--- config.mk ---
export PLATFORM = sky130hd
export DESIGN_NAME = io_port_access_unit
export DESIGN_NICKNAME = d
export VERILOG_FILES = /design/src/io_port_pkg.sv /design/src/io_elem_fifo.sv /design/src/io_port_access_unit.sv
export VERILOG_INCLUDE_DIRS = /design/src
export SDC_FILE = /design/constraint.sdc
export NUM_CORES = 1
export LEC_CHECK = 0
export ABC_AREA = 1
export BUFFER_PORTS_ARGS = -buffer_cell sky130_fd_sc_hd__clkbuf_2
export CORE_MARGIN = 2
export CORE_UTILIZATION = 45
export CTS_CLUSTER_SIZE = 12
export DETAILED_ROUTE_END_ITERATION = 6
export HOLD_SLACK_MARGIN = 0.08
export PLACE_DENSITY = 0.65
export SLEW_MARGIN = 10
export SYNTH_ARGS = -nofsm -noshare
export SYNTH_HDL_FRONTEND = slang
export SYNTH_HIERARCHICAL = 1
export SYNTH_SLANG_ARGS = --single-unit
export TNS_END_PERCENT = 5
--- constraint.sdc ---
create_clock -name core_clk_i -period 3.45 [get_ports core_clk_i]
set_input_delay 0.1725 -clock core_clk_i [delete_from_list [all_inputs] [get_ports core_clk_i]]
set_output_delay 0.1725 -clock core_clk_i [all_outputs]
set_load 0.005 [all_outputs]
--- src/io_port_cfg.svh ---
// constants for the port access unit: widths, field positions, depths
// assumes nothing beyond a preprocessor; included by bare name
`ifndef IO_PORT_CFG_SVH
`define IO_PORT_CFG_SVH

`define IO_PORT_ADDR_W 16
`define IO_DATA_W 16
`define IO_IMM_PORT_W 8
`define IO_DIR_FLAG_BIT 10
`define IO_FIFO_DEPTH 8
`define IO_BE_LOW 2'b01
`define IO_BE_HIGH 2'b10
`define IO_BE_WORD 2'b11

`endif

--- src/io_port_pkg.sv ---
// types shared by the port access unit
// assumes io_port_cfg.svh is on the include path
package io_port_pkg;
    typedef enum logic [1:0] {
        OP_PORT_READ = 2'b00,
        OP_PORT_WRITE = 2'b01,
        OP_BLOCK_READ = 2'b10,
        OP_BLOCK_WRITE = 2'b11
    } io_op_t;

    typedef enum logic [2:0] {
        S_IDLE = 3'b000,
        S_FETCH = 3'b001,
        S_BUS = 3'b010,
        S_PUSH = 3'b011,
        S_STEP = 3'b100
    } io_state_t;
endpackage

--- src/io_elem_fifo.sv ---
// small synchronous fifo with valid/ready on both sides
// assumes one clock and a synchronous active-low reset
`timescale 1ns/10ps
`default_nettype none
module io_elem_fifo #(
    parameter int WIDTH = 32,
    parameter int DEPTH = 8
) (
    // clock and reset
    input wire logic core_clk_i,
    input wire logic rst_b_i,
    // fill side
    input wire logic in_valid_i,
    output logic in_ready_o,
    input wire logic [WIDTH-1:0] in_data_i,
    // drain side
    output logic out_valid_o,
    input wire logic out_ready_i,
    output logic [WIDTH-1:0] out_data_o
);
    localparam int AW = (DEPTH > 1) ? $clog2(DEPTH) : 1;
    logic [WIDTH-1:0] mem [DEPTH];
    logic [AW-1:0] wr_ptr;
    logic [AW-1:0] rd_ptr;
    logic [AW:0] fill;
    logic do_push;
    logic do_pop;

    assign in_ready_o = (fill != (AW+1)'(DEPTH));
    assign out_valid_o = (fill != '0);
    assign out_data_o = mem[rd_ptr];
    assign do_push = in_valid_i && in_ready_o;
    assign do_pop = out_valid_o && out_ready_i;

    function automatic logic [AW-1:0] bump(input logic [AW-1:0] p);
        bump = (p == AW'(DEPTH - 1)) ? '0 : p + AW'(1);
    endfunction

    always_ff @(posedge core_clk_i) begin
        if (do_push) begin
            mem[wr_ptr] <= in_data_i;
        end
    end

    always_ff @(posedge core_clk_i) begin
        if (!rst_b_i) begin
            wr_ptr <= '0;
            rd_ptr <= '0;
            fill <= '0;
        end else begin
            if (do_push) begin
                wr_ptr <= bump(wr_ptr);
            end
            if (do_pop) begin
                rd_ptr <= bump(rd_ptr);
            end
            if (do_push && !do_pop) begin
                fill <= fill + (AW+1)'(1);
            end else if (do_pop && !do_push) begin
                fill <= fill - (AW+1)'(1);
            end
        end
    end
endmodule
`default_nettype wire

--- src/io_port_access_unit.sv ---
// port access unit: single and block transfers in the byte-port space
// assumes the core supplies operands, fetches block source data and
// takes read results from the buffered result stream
//
// How it works
// - separate 64K byte-port space selected by a 16-bit port address
// - two consecutive byte ports act together as one word port
// - each access moves 8 or 16 bits; even word ports in one access
// - even byte ports use low data lines, odd ones use the upper lines
// - single transfers use the wide accumulator, or its low byte
// - single port address from 8-bit immediate or the port address register
// - block transfers: port from register, memory from source or destination index
// - index steps after each block element; port address stays constant
// - protected mode can forbid port instructions; otherwise modes identical
// - memory references of block transfers get normal protection checks
// - direction flag set steps index down, clear steps it up
`timescale 1ns/10ps
`default_nettype none
`include "io_port_cfg.svh"
module io_port_access_unit #(
    parameter int FIFO_DEPTH = `IO_FIFO_DEPTH
) (
    // clock and reset
    input wire logic core_clk_i,
    input wire logic rst_b_i,
    // command from the core
    input wire logic cmd_valid_i,
    output logic cmd_ready_o,
    input wire io_port_pkg::io_op_t cmd_op_i,
    input wire logic cmd_word_i,
    input wire logic cmd_imm_sel_i,
    input wire logic [`IO_IMM_PORT_W-1:0] cmd_imm_port_i,
    input wire logic [15:0] block_count_i,
    // architectural state from the core
    input wire logic [15:0] port_address_register_i,
    input wire logic [15:0] wide_accumulator_i,
    input wire logic [15:0] source_index_register_i,
    input wire logic [15:0] destination_index_register_i,
    input wire logic [15:0] flags_word_i,
    input wire logic protected_mode_i,
    input wire logic io_allowed_i,
    input wire logic mem_fault_i,
    // completion
    output logic done_o,
    output logic fault_o,
    output logic [15:0] index_o,
    // block source data, fetched by the core at src_addr_o
    input wire logic src_valid_i,
    output logic src_ready_o,
    input wire logic [15:0] src_data_i,
    output logic [15:0] src_addr_o,
    // read results: data and memory address of each element
    output logic rd_valid_o,
    input wire logic rd_ready_i,
    output logic [15:0] rd_data_o,
    output logic [15:0] rd_addr_o,
    // port bus
    output logic io_req_o,
    output logic io_we_o,
    output logic [`IO_PORT_ADDR_W-1:0] io_addr_o,
    output logic [1:0] io_be_o,
    output logic [`IO_DATA_W-1:0] io_wdata_o,
    input wire logic [`IO_DATA_W-1:0] io_rdata_i,
    input wire logic io_ack_i
);
    import io_port_pkg::*;

    io_state_t state;
    io_op_t op_q;
    logic word_q;
    logic imm_q;
    logic down_q;
    logic phase_q;
    logic [15:0] port_q;
    logic [15:0] idx_q;
    logic [15:0] cnt_q;
    logic [15:0] data_q;
    logic block_q;
    logic is_read;
    logic split;
    logic lane_hi;
    logic fifo_in_valid;
    logic fifo_in_ready;
    logic [31:0] fifo_out;
    logic [7:0] sel_byte;
    logic port_op_ok;

    function automatic logic [15:0] step_index(input logic [15:0] idx, input logic word, input logic down);
        logic [15:0] amt;
        amt = word ? 16'h0002 : 16'h0001;
        step_index = down ? idx - amt : idx + amt;
    endfunction

    assign block_q = op_q[1];
    assign is_read = !op_q[0];
    assign split = word_q && port_q[0];
    assign lane_hi = port_q[0] ^ phase_q;
    assign port_op_ok = !protected_mode_i || io_allowed_i;
    assign cmd_ready_o = (state == S_IDLE);
    assign src_ready_o = (state == S_FETCH) && block_q && !is_read;
    assign src_addr_o = idx_q;
    assign index_o = idx_q;

    // bus phase: address and lanes come straight from held state
    assign io_req_o = (state == S_BUS);
    assign io_we_o = (state == S_BUS) && !is_read;
    assign io_addr_o = port_q + {15'h0000, phase_q};
    assign sel_byte = phase_q ? data_q[15:8] : data_q[7:0];
    always_comb begin
        if (word_q && !split) begin
            io_be_o = `IO_BE_WORD;
            io_wdata_o = data_q;
        end else if (lane_hi) begin
            io_be_o = `IO_BE_HIGH;
            io_wdata_o = {sel_byte, 8'h00};
        end else begin
            io_be_o = `IO_BE_LOW;
            io_wdata_o = {8'h00, sel_byte};
        end
    end

    always_ff @(posedge core_clk_i) begin
        if (!rst_b_i) begin
            state <= S_IDLE;
        end else begin
            case (state)
                S_IDLE: begin
                    if (cmd_valid_i && port_op_ok && !(cmd_op_i[1] && block_count_i == 16'h0000)) begin
                        state <= (cmd_op_i == OP_PORT_WRITE) ? S_BUS : S_FETCH;
                    end
                end
                S_FETCH: begin
                    if (block_q && mem_fault_i) begin
                        state <= S_IDLE;
                    end else if (is_read ? fifo_in_ready : (!block_q || src_valid_i)) begin
                        state <= S_BUS;
                    end
                end
                S_BUS: begin
                    if (io_ack_i && !(split && !phase_q)) begin
                        state <= is_read ? S_PUSH : S_STEP;
                    end
                end
                S_PUSH: begin
                    if (fifo_in_ready) begin
                        state <= S_STEP;
                    end
                end
                S_STEP: begin
                    state <= (cnt_q == 16'h0001) ? S_IDLE : S_FETCH;
                end
                default: begin
                    state <= S_IDLE;
                end
            endcase
        end
    end

    // command capture
    always_ff @(posedge core_clk_i) begin
        if (!rst_b_i) begin
            op_q <= OP_PORT_READ;
            word_q <= 1'b0;
            imm_q <= 1'b0;
            down_q <= 1'b0;
            port_q <= 16'h0000;
            cnt_q <= 16'h0000;
        end else if (state == S_IDLE && cmd_valid_i) begin
            op_q <= cmd_op_i;
            word_q <= cmd_word_i;
            imm_q <= cmd_imm_sel_i && !cmd_op_i[1];
            down_q <= flags_word_i[`IO_DIR_FLAG_BIT];
            if (cmd_imm_sel_i && !cmd_op_i[1]) begin
                port_q <= {8'h00, cmd_imm_port_i};
            end else begin
                port_q <= port_address_register_i;
            end
            cnt_q <= cmd_op_i[1] ? block_count_i : 16'h0001;
        end else if (state == S_STEP) begin
            cnt_q <= cnt_q - 16'h0001;
        end
    end

    // memory index: picked per direction, stepped per element
    always_ff @(posedge core_clk_i) begin
        if (!rst_b_i) begin
            idx_q <= 16'h0000;
        end else if (state == S_IDLE && cmd_valid_i) begin
            if (cmd_op_i == OP_BLOCK_READ) begin
                idx_q <= destination_index_register_i;
            end else if (cmd_op_i == OP_BLOCK_WRITE) begin
                idx_q <= source_index_register_i;
            end else begin
                idx_q <= 16'h0000;
            end
        end else if (state == S_STEP && block_q) begin
            idx_q <= step_index(idx_q, word_q, down_q);
        end
    end

    // element data and byte phase
    always_ff @(posedge core_clk_i) begin
        if (!rst_b_i) begin
            data_q <= 16'h0000;
            phase_q <= 1'b0;
        end else if (state == S_IDLE && cmd_valid_i) begin
            data_q <= cmd_word_i ? wide_accumulator_i : {8'h00, wide_accumulator_i[7:0]};
            phase_q <= 1'b0;
        end else if (state == S_FETCH) begin
            phase_q <= 1'b0;
            if (src_ready_o && src_valid_i) begin
                data_q <= word_q ? src_data_i : {8'h00, src_data_i[7:0]};
            end
        end else if (state == S_BUS && io_ack_i) begin
            if (is_read) begin
                if (word_q && !split) begin
                    data_q <= io_rdata_i;
                end else if (!phase_q) begin
                    data_q <= {8'h00, lane_hi ? io_rdata_i[15:8] : io_rdata_i[7:0]};
                end else begin
                    data_q[15:8] <= lane_hi ? io_rdata_i[15:8] : io_rdata_i[7:0];
                end
            end
            if (split && !phase_q) begin
                phase_q <= 1'b1;
            end
        end
    end

    // completion pulses
    always_ff @(posedge core_clk_i) begin
        if (!rst_b_i) begin
            done_o <= 1'b0;
            fault_o <= 1'b0;
        end else begin
            done_o <= (state == S_STEP && cnt_q == 16'h0001)
                || (state == S_IDLE && cmd_valid_i && port_op_ok && cmd_op_i[1] && block_count_i == 16'h0000);
            fault_o <= (state == S_IDLE && cmd_valid_i && !port_op_ok)
                || (state == S_FETCH && block_q && mem_fault_i);
        end
    end

    assign fifo_in_valid = (state == S_PUSH);

    io_elem_fifo #(
        .WIDTH(32),
        .DEPTH(FIFO_DEPTH)
    ) u_result_fifo (
        .core_clk_i(core_clk_i),
        .rst_b_i(rst_b_i),
        .in_valid_i(fifo_in_valid),
        .in_ready_o(fifo_in_ready),
        .in_data_i({idx_q, data_q}),
        .out_valid_o(rd_valid_o),
        .out_ready_i(rd_ready_i),
        .out_data_o(fifo_out)
    );
    assign rd_data_o = fifo_out[15:0];
    assign rd_addr_o = fifo_out[31:16];
endmodule
`default_nettype wire

======== After elaboration in Yosys (flattened, before gate mapping) ========
Memory sizes are Yosys's and may differ from the RTL's. A register that Yosys moved wholly into a read port is not among the register bits.
Cells that the tools add are included.
word-level totals
  flip-flop bits (word level) ............. 84
  memory bits (writable) .................. 256
  logic and storage cells ................. 140
  input port bits ......................... 149
  memories kept ........................... 1
  output and inout bits ................... 105
memories
  memory             depth  width  rd ports  clocked after memory_dff  wr ports  RTL line            source
  u_result_fifo.mem  8      32     1         1                         1         io_elem_fifo.sv:22  logic [WIDTH-1:0] mem [DEPTH];
cells by class
  add/subtract/negate cells ............... 8
  mux-type cells .......................... 44
  equality and inequality tests ........... 18
  reductions and logical operators ........ 52
  bitwise operators ....................... 2
operator list
  kind                   number
  $mux 16                19
  $mux 8                 4
  $mux 3                 10
  $logic_and 1x1->1      26
  $add 16x1->16          1
  $add 16x2->16          1
  $eq 16x1->1 const B    1
  $logic_not 16->1       1
  $sub 16x1->16 const B  1
  $sub 16x2->16          1
  $pmux 3 s5             1
  $logic_not 1->1        10
  $eq 3x3->1 const B     3
  $mux 2                 4
  $mux 4                 2
  $reduce_and 4->1       2
  $add 3x1->3 const B    2
  $eq 3x2->1 const B     2
  $ne 3x3->1 const B     2
  $reduce_bool 2->1      3
  $add 4x1->4 const B    1
  $eq 2x2->1 const B     2
  $logic_or 1x1->1       4
  $mux 1                 4
  16 further kinds       17

======== Logic depth before layout (Yosys ltp) ========
  depth after elaboration ................. 8
  mapped depth ............................ 15
  depth with buffers taken out ............ 15

======== Cells and area by module ========
Netlist, hierarchy kept.
modules (own cells, without submodules)
  module               cells each  instances  area an instance (µm²)  sequential area each (µm²)
  io_elem_fifo         946         1          10,895.4                7,947.6
  io_port_access_unit  1,029       1          6,119.6                 1,481.4

======== Worst setup path after synthesis ========
No wires, ideal clock.
  kind .................................... register to register
  from .................................... reg state[2]
  to ...................................... mem u_result_fifo.mem[0][0] (enable)
  setup slack ............................. 572 ps
  required time ........................... 3,029 ps
  buffers on the path ..................... 0
  library setup time ...................... 421 ps
  period minus slack after synthesis ...... 2,878 ps
  stages on the path, launching flop included .. 7
  data arrival time ....................... 2,457 ps
  cells stage by stage .................... dfxtp_1 > inv_2 > nand2_1 > nor2_1 > nand2_1 > or2_2 > nor2_1
between the ends
  cells in the longest elaborated chain, start to end .. 4
ends and longest elaborated chain
  element                       RTL line                    source
  from (decl)                   io_port_access_unit.sv:68   io_state_t state;
  from (signal assigned)        io_port_access_unit.sv:129  state <= (cmd_op_i == OP_PORT_WRITE) ? S_BUS : S_FETCH;
  from (signal assigned)        io_port_access_unit.sv:141  state <= is_read ? S_PUSH : S_STEP;
  from (signal assigned)        io_port_access_unit.sv:150  state <= (cnt_q == 16'h0001) ? S_IDLE : S_FETCH;
  $eq 3x2->1                    io_port_access_unit.sv:243  assign fifo_in_valid = (state == S_PUSH);
  net fifo_in_valid             io_port_access_unit.sv:82   logic fifo_in_valid;
  $logic_and 1x1->1             io_elem_fifo.sv:32          assign do_push = in_valid_i && in_ready_o;
  $mux 1                        io_elem_fifo.sv:40          if (do_push) begin
  $mux 1 (not written as such)  io_elem_fifo.sv:41          mem[wr_ptr] <= in_data_i;
  to (decl)                     io_elem_fifo.sv:22
The timed path passes the listed nets, and every way through them passes these cells.

======== Worst setup path in the final report ========
  from .................................... reg port_q[0]
  to ...................................... reg data_q[5]
between the ends
  cells in the longest elaborated chain, start to end .. 8
  elaborated cells between the ends (all ways) .. 13
  those cells by class .................... eq/ne (1); mux (7); bitwise (1); reduce/logical (4)
ends and longest elaborated chain
  element                                           RTL line                                                source
  from (decl)                                       io_port_access_unit.sv:74                               logic [15:0] port_q;
  from (signal assigned)                            io_port_access_unit.sv:174                              port_q <= {8'h00, cmd_imm_port_i};
  from (signal assigned)                            io_port_access_unit.sv:176                              port_q <= port_address_register_i;
  $xor 1x1->1 or $logic_and 1x1->1 (tied branches)  io_port_access_unit.sv:97, io_port_access_unit.sv:96
  $mux 8 or $logic_not 1->1 (tied branches)         io_port_access_unit.sv:219, io_port_access_unit.sv:216
  $mux 8 or $logic_and 1x1->1 (tied branches)       io_port_access_unit.sv:218, io_port_access_unit.sv:216
  $mux 16                                           io_port_access_unit.sv:216                              if (word_q && !split) begin
  $mux 16                                           io_port_access_unit.sv:215                              if (is_read) begin
  $mux 16                                           io_port_access_unit.sv:214                              end else if (state == S_BUS && io_ack_i) begin
  $mux 16                                           io_port_access_unit.sv:209                              end else if (state == S_FETCH) begin
  $mux 16                                           io_port_access_unit.sv:206                              end else if (state == S_IDLE && cmd_valid_i) begin
  to (signal assigned)                              io_port_access_unit.sv:207                              data_q <= cmd_word_i ? wide_accumulator_i : {8'h00, wide_accumulator_i[7:0]};
  to (signal assigned)                              io_port_access_unit.sv:212                              data_q <= word_q ? src_data_i : {8'h00, src_data_i[7:0]};
  to (signal assigned)                              io_port_access_unit.sv:217                              data_q <= io_rdata_i;
  to (decl)                                         io_port_access_unit.sv:77                               logic [15:0] data_q;
Parallel ways exist; a longest one is shown, timed or not. The select of a mux whose other input is x is not followed.
A chain may end at the register's enable or synchronous reset.

==> metrics.yaml <==
status: "complete, no violations"
cts_setup_buffers: 0
holdWs_ns: 0.0888
worstMarginPinSlew_ns: 0.865
rows: 71
start_util_pct: 45.4
vias: 14283
netlist_area_um2: 17000
hp-class: "input port to flip-flop"
synthXorXnorAreaFrac_pct: 1.44
p_seq_share_pct: 39.0
fmax_ghz: 0.339
clk_latency_ns: 0.53
numCtsBuffers: 37
ys_seq_elements: 343
synth_edf_count: 256
layout-drive-gt1-share_pct: 15.4
yosys.cell_types.count: 41
place.gp.congestion: 0.921
cts.path.max_buffers: 3
avgSynthCellArea_um2: 8.62
holdPathStages: 5
synth_fp_nets: 2152
relSlewSlack_pct: 42.2
tns_ns: 0
drtAntennaViolNets: 0
startpoint: "port_q[0]$_SDFFE_PN0P_"
netSwitchingFraction_pct: 38.7
tritoncts: "built"
grt_pass1_wl_um: 72700
crit_type: "flip-flop to flip-flop"
fin_skew_ns: 0.0179
cp.required_ns: 3.87
setup_viol_count_final: 0
synth_fa_ha_area_share_pct: 2.15
core_um2: 37500
yosys_warnings: 6
antenna_found_initial: 1
cap_violations: 0
yosysSeqAreaShare_pct: 55.4
wl_um: 46000
setup.worst_path.end_class: "flip-flop"
syn_to_final_growth_pct: 18.9
grt_max_degree: 65
synthArstFlopShare_pct: 0
worstRegToRegCells: 7
p_clk_share_pct: 24.3
muxShareOfSynthArea_pct: 0
yosys.area.top_type: "edfxtp_1"
nets: 2408
routed_via_density: 5.16
post-dp-hpwl_um: 29300
critical_path.max_fanout: 25
ir_drop_v: 0.000397
htree_levels: 2
io_buffers: 238
r2r_slack_ns: 0.50
p_sw_uw: 6000
r2r-end: "data_q[5]$_SDFFE_PN0P_"
cts_resized: 0
die_x_um: 198
clockRootBuffer: "clkbuf_16"
io-pin-count: 254
detail_route.first_pass.iterations: 5
p_comb_share_pct: 36.7
p_total_uw: 15500
cp.arrival_ns: 3.37
grtUsageTotal_pct: 23.4
cts_sinks: 343
fp.dieH_um: 198
yosysTopAreaCellShare_pct: 45.2
dieArea_um2: 39400
synth_top_flop_cell: "edfxtp_1"
drtIter0Drc: 977
hold_violations: 0
path_clk_slew_ns: 0.06
grt-ovfl-total: 0
period_share_pct: 85.5
synthCells: 1975
start_kind: "flip-flop"
finalCriticalPeriod_ns: 2.95
synth-compound-area-share_pct: 10.6
grt_pass1_vias: 13702
finalMaxSlewViolations: 0
rsz0062_at_grt: "no"
wl_per_cell_um: 16.6
synthSimpleGateAreaFrac_pct: 23.2
post-route-drc-count: 0
p_leak_uw: 0.00869
power.density_nw_per_um2: 767
hold_path_end: "index_o[6]$_SDFFE_PN0P_"
fin_util_pct: 53.9
internal_power_uw: 9520
synth_top_cells_by_area: "edfxtp_1, dfxtp_1, nand2_1, nor2_1, o21ai_0"
timing.rr.start: "port_q[0]$_SDFFE_PN0P_"
min-delay-start: "source_index_register_i[6]"
synth_top_family_by_area: "simple AND/OR/NAND/NOR gates"
## layer usage
metal / part of all wire, % / GRT usage (%) / vias to the layer above
met5: 0 / 0 / -
met2: 47 / 38.8 / 454
li1: - / - / 7066
met4: 2.1 / 6.19 / 0
met1: 44 / 31.6 / 6685
met3: 6.6 / 4.54 / 78
## critical path: stages (launching register included)
cell	delay, ns
dfxtp_1	0.34
ha_1	0.62
nand2_1	0.64
o211ai_1	0.40
a31oi_1	0.11
dlygate4sd3_1	0.58
nor2_1	0.09
nor2_1	0.06
## cells in the final DEF (no fill, tap or decap), types with 9 or more instances in the layout
cell           instances
a211oi_1               9
a21oi_1               67
a31oi_1               18
buf_4                 21
clkbuf_1              13
clkbuf_16             39
clkbuf_2             238
dfxtp_1               85
dlygate4sd3_1         70
edfxtp_1             256
ha_1                  26
inv_1                130
inv_2                 11
nand2_1              462
nand3_1              108
nor2_1               372
nor2_2                11
o211ai_1              15
o21ai_0              183
o21ai_1               29
xor2_1                22
## synth_stat cells (18+ instances only)
cell type and n:
a21oi_1 67, a31oi_1 18, buf_2 32, buf_4 22
buf_6 18, clkbuf_1 26, dfxtp_1 87, edfxtp_1 256
ha_1 26, inv_1 130, nand2_1 462, nand3_1 108
nor2_1 380, o21ai_0 183, o21ai_1 29, xor2_1 22
## kinds of logic (layout without fill, tap and decap cells)
kind of cell,count (synthesis),in the layout
AOI/OAI and AO/OA,336,336
xor gates and xnor gates,28,28
adders and majority gates,28,28
and+or+nand+nor,985,985
other,0,1
DFF,343,343
buffers and inverters,255,538
## what timing repair did
item	CTS	global route
endpoints found under the hold margin	53	0
setup endpoints to repair	0	0
hold buffers	70	0
## worst max-delay path by stage
stage          depth (start not counted)                                 end
4_1_cts                                7              data_q[5]$_SDFFE_PN0P_
3_5_place_dp                          13  u_result_fifo/fill[3]$_SDFFE_PN0P_
3_3_place_gp                          13  u_result_fifo/fill[3]$_SDFFE_PN0P_
2_1_floorplan                          6   u_result_fifo/mem[0][0]$_DFFE_PP_
6_report                               7              data_q[5]$_SDFFE_PN0P_
5_1_grt                                7              data_q[5]$_SDFFE_PN0P_
## final cells by class
| class | count | area (um^2) |
|---|---|---|
| fill | 3505 | 17300 |
| clock buffer | 55 | 1070 |
| tap | 511 | 639 |
| sequential | 343 | 9430 |
| timing repair buffer | 331 | 2090 |
| antenna | 1 | 2.50 |
| inverter | 141 | 529 |
| multi-input combinational | 1377 | 6380 |
| clock inverter | 11 | 80.1 |
## metrics by stage
stage,cell area (um^2),setup slack [ns],cells
detailed placement,18400,1.01,2633
finish,20200,0.501,2770
global placement,18400,1.09,2633
global route,20200,0.240,2769
floorplan,17000,0.572,1975
CTS,20200,0.516,2769
## power by group through the flow
| stage | clock network [uW] | registers [uW] | logic (uW) |
|---|---|---|---|
| 5_1_grt | 3990 | 6160 | 6500 |
| 3_5_place_dp | 0 | 6150 | 5520 |
| 4_1_cts | 3840 | 6060 | 5700 |
| 3_3_place_gp | 0 | 6100 | 5450 |
| 2_1_floorplan | 0 | 5740 | 4080 |
| 6_report | 3770 | 6060 | 5700 |
## sequential cells by signal, summed over array words and instances, names as in the netlist, named ones only
register and flops:
fault_o 1, data_q 16, op_q 2, u_result_fifo/rd_ptr 3, index_o 16, port_q 16, u_result_fifo/wr_ptr 3, u_result_fifo/fill 4
done_o 1, word_q 1, state 3, phase_q 1, u_result_fifo/mem 256, cnt_q 16, down_q 1
(Power assumes the default switching activity.)
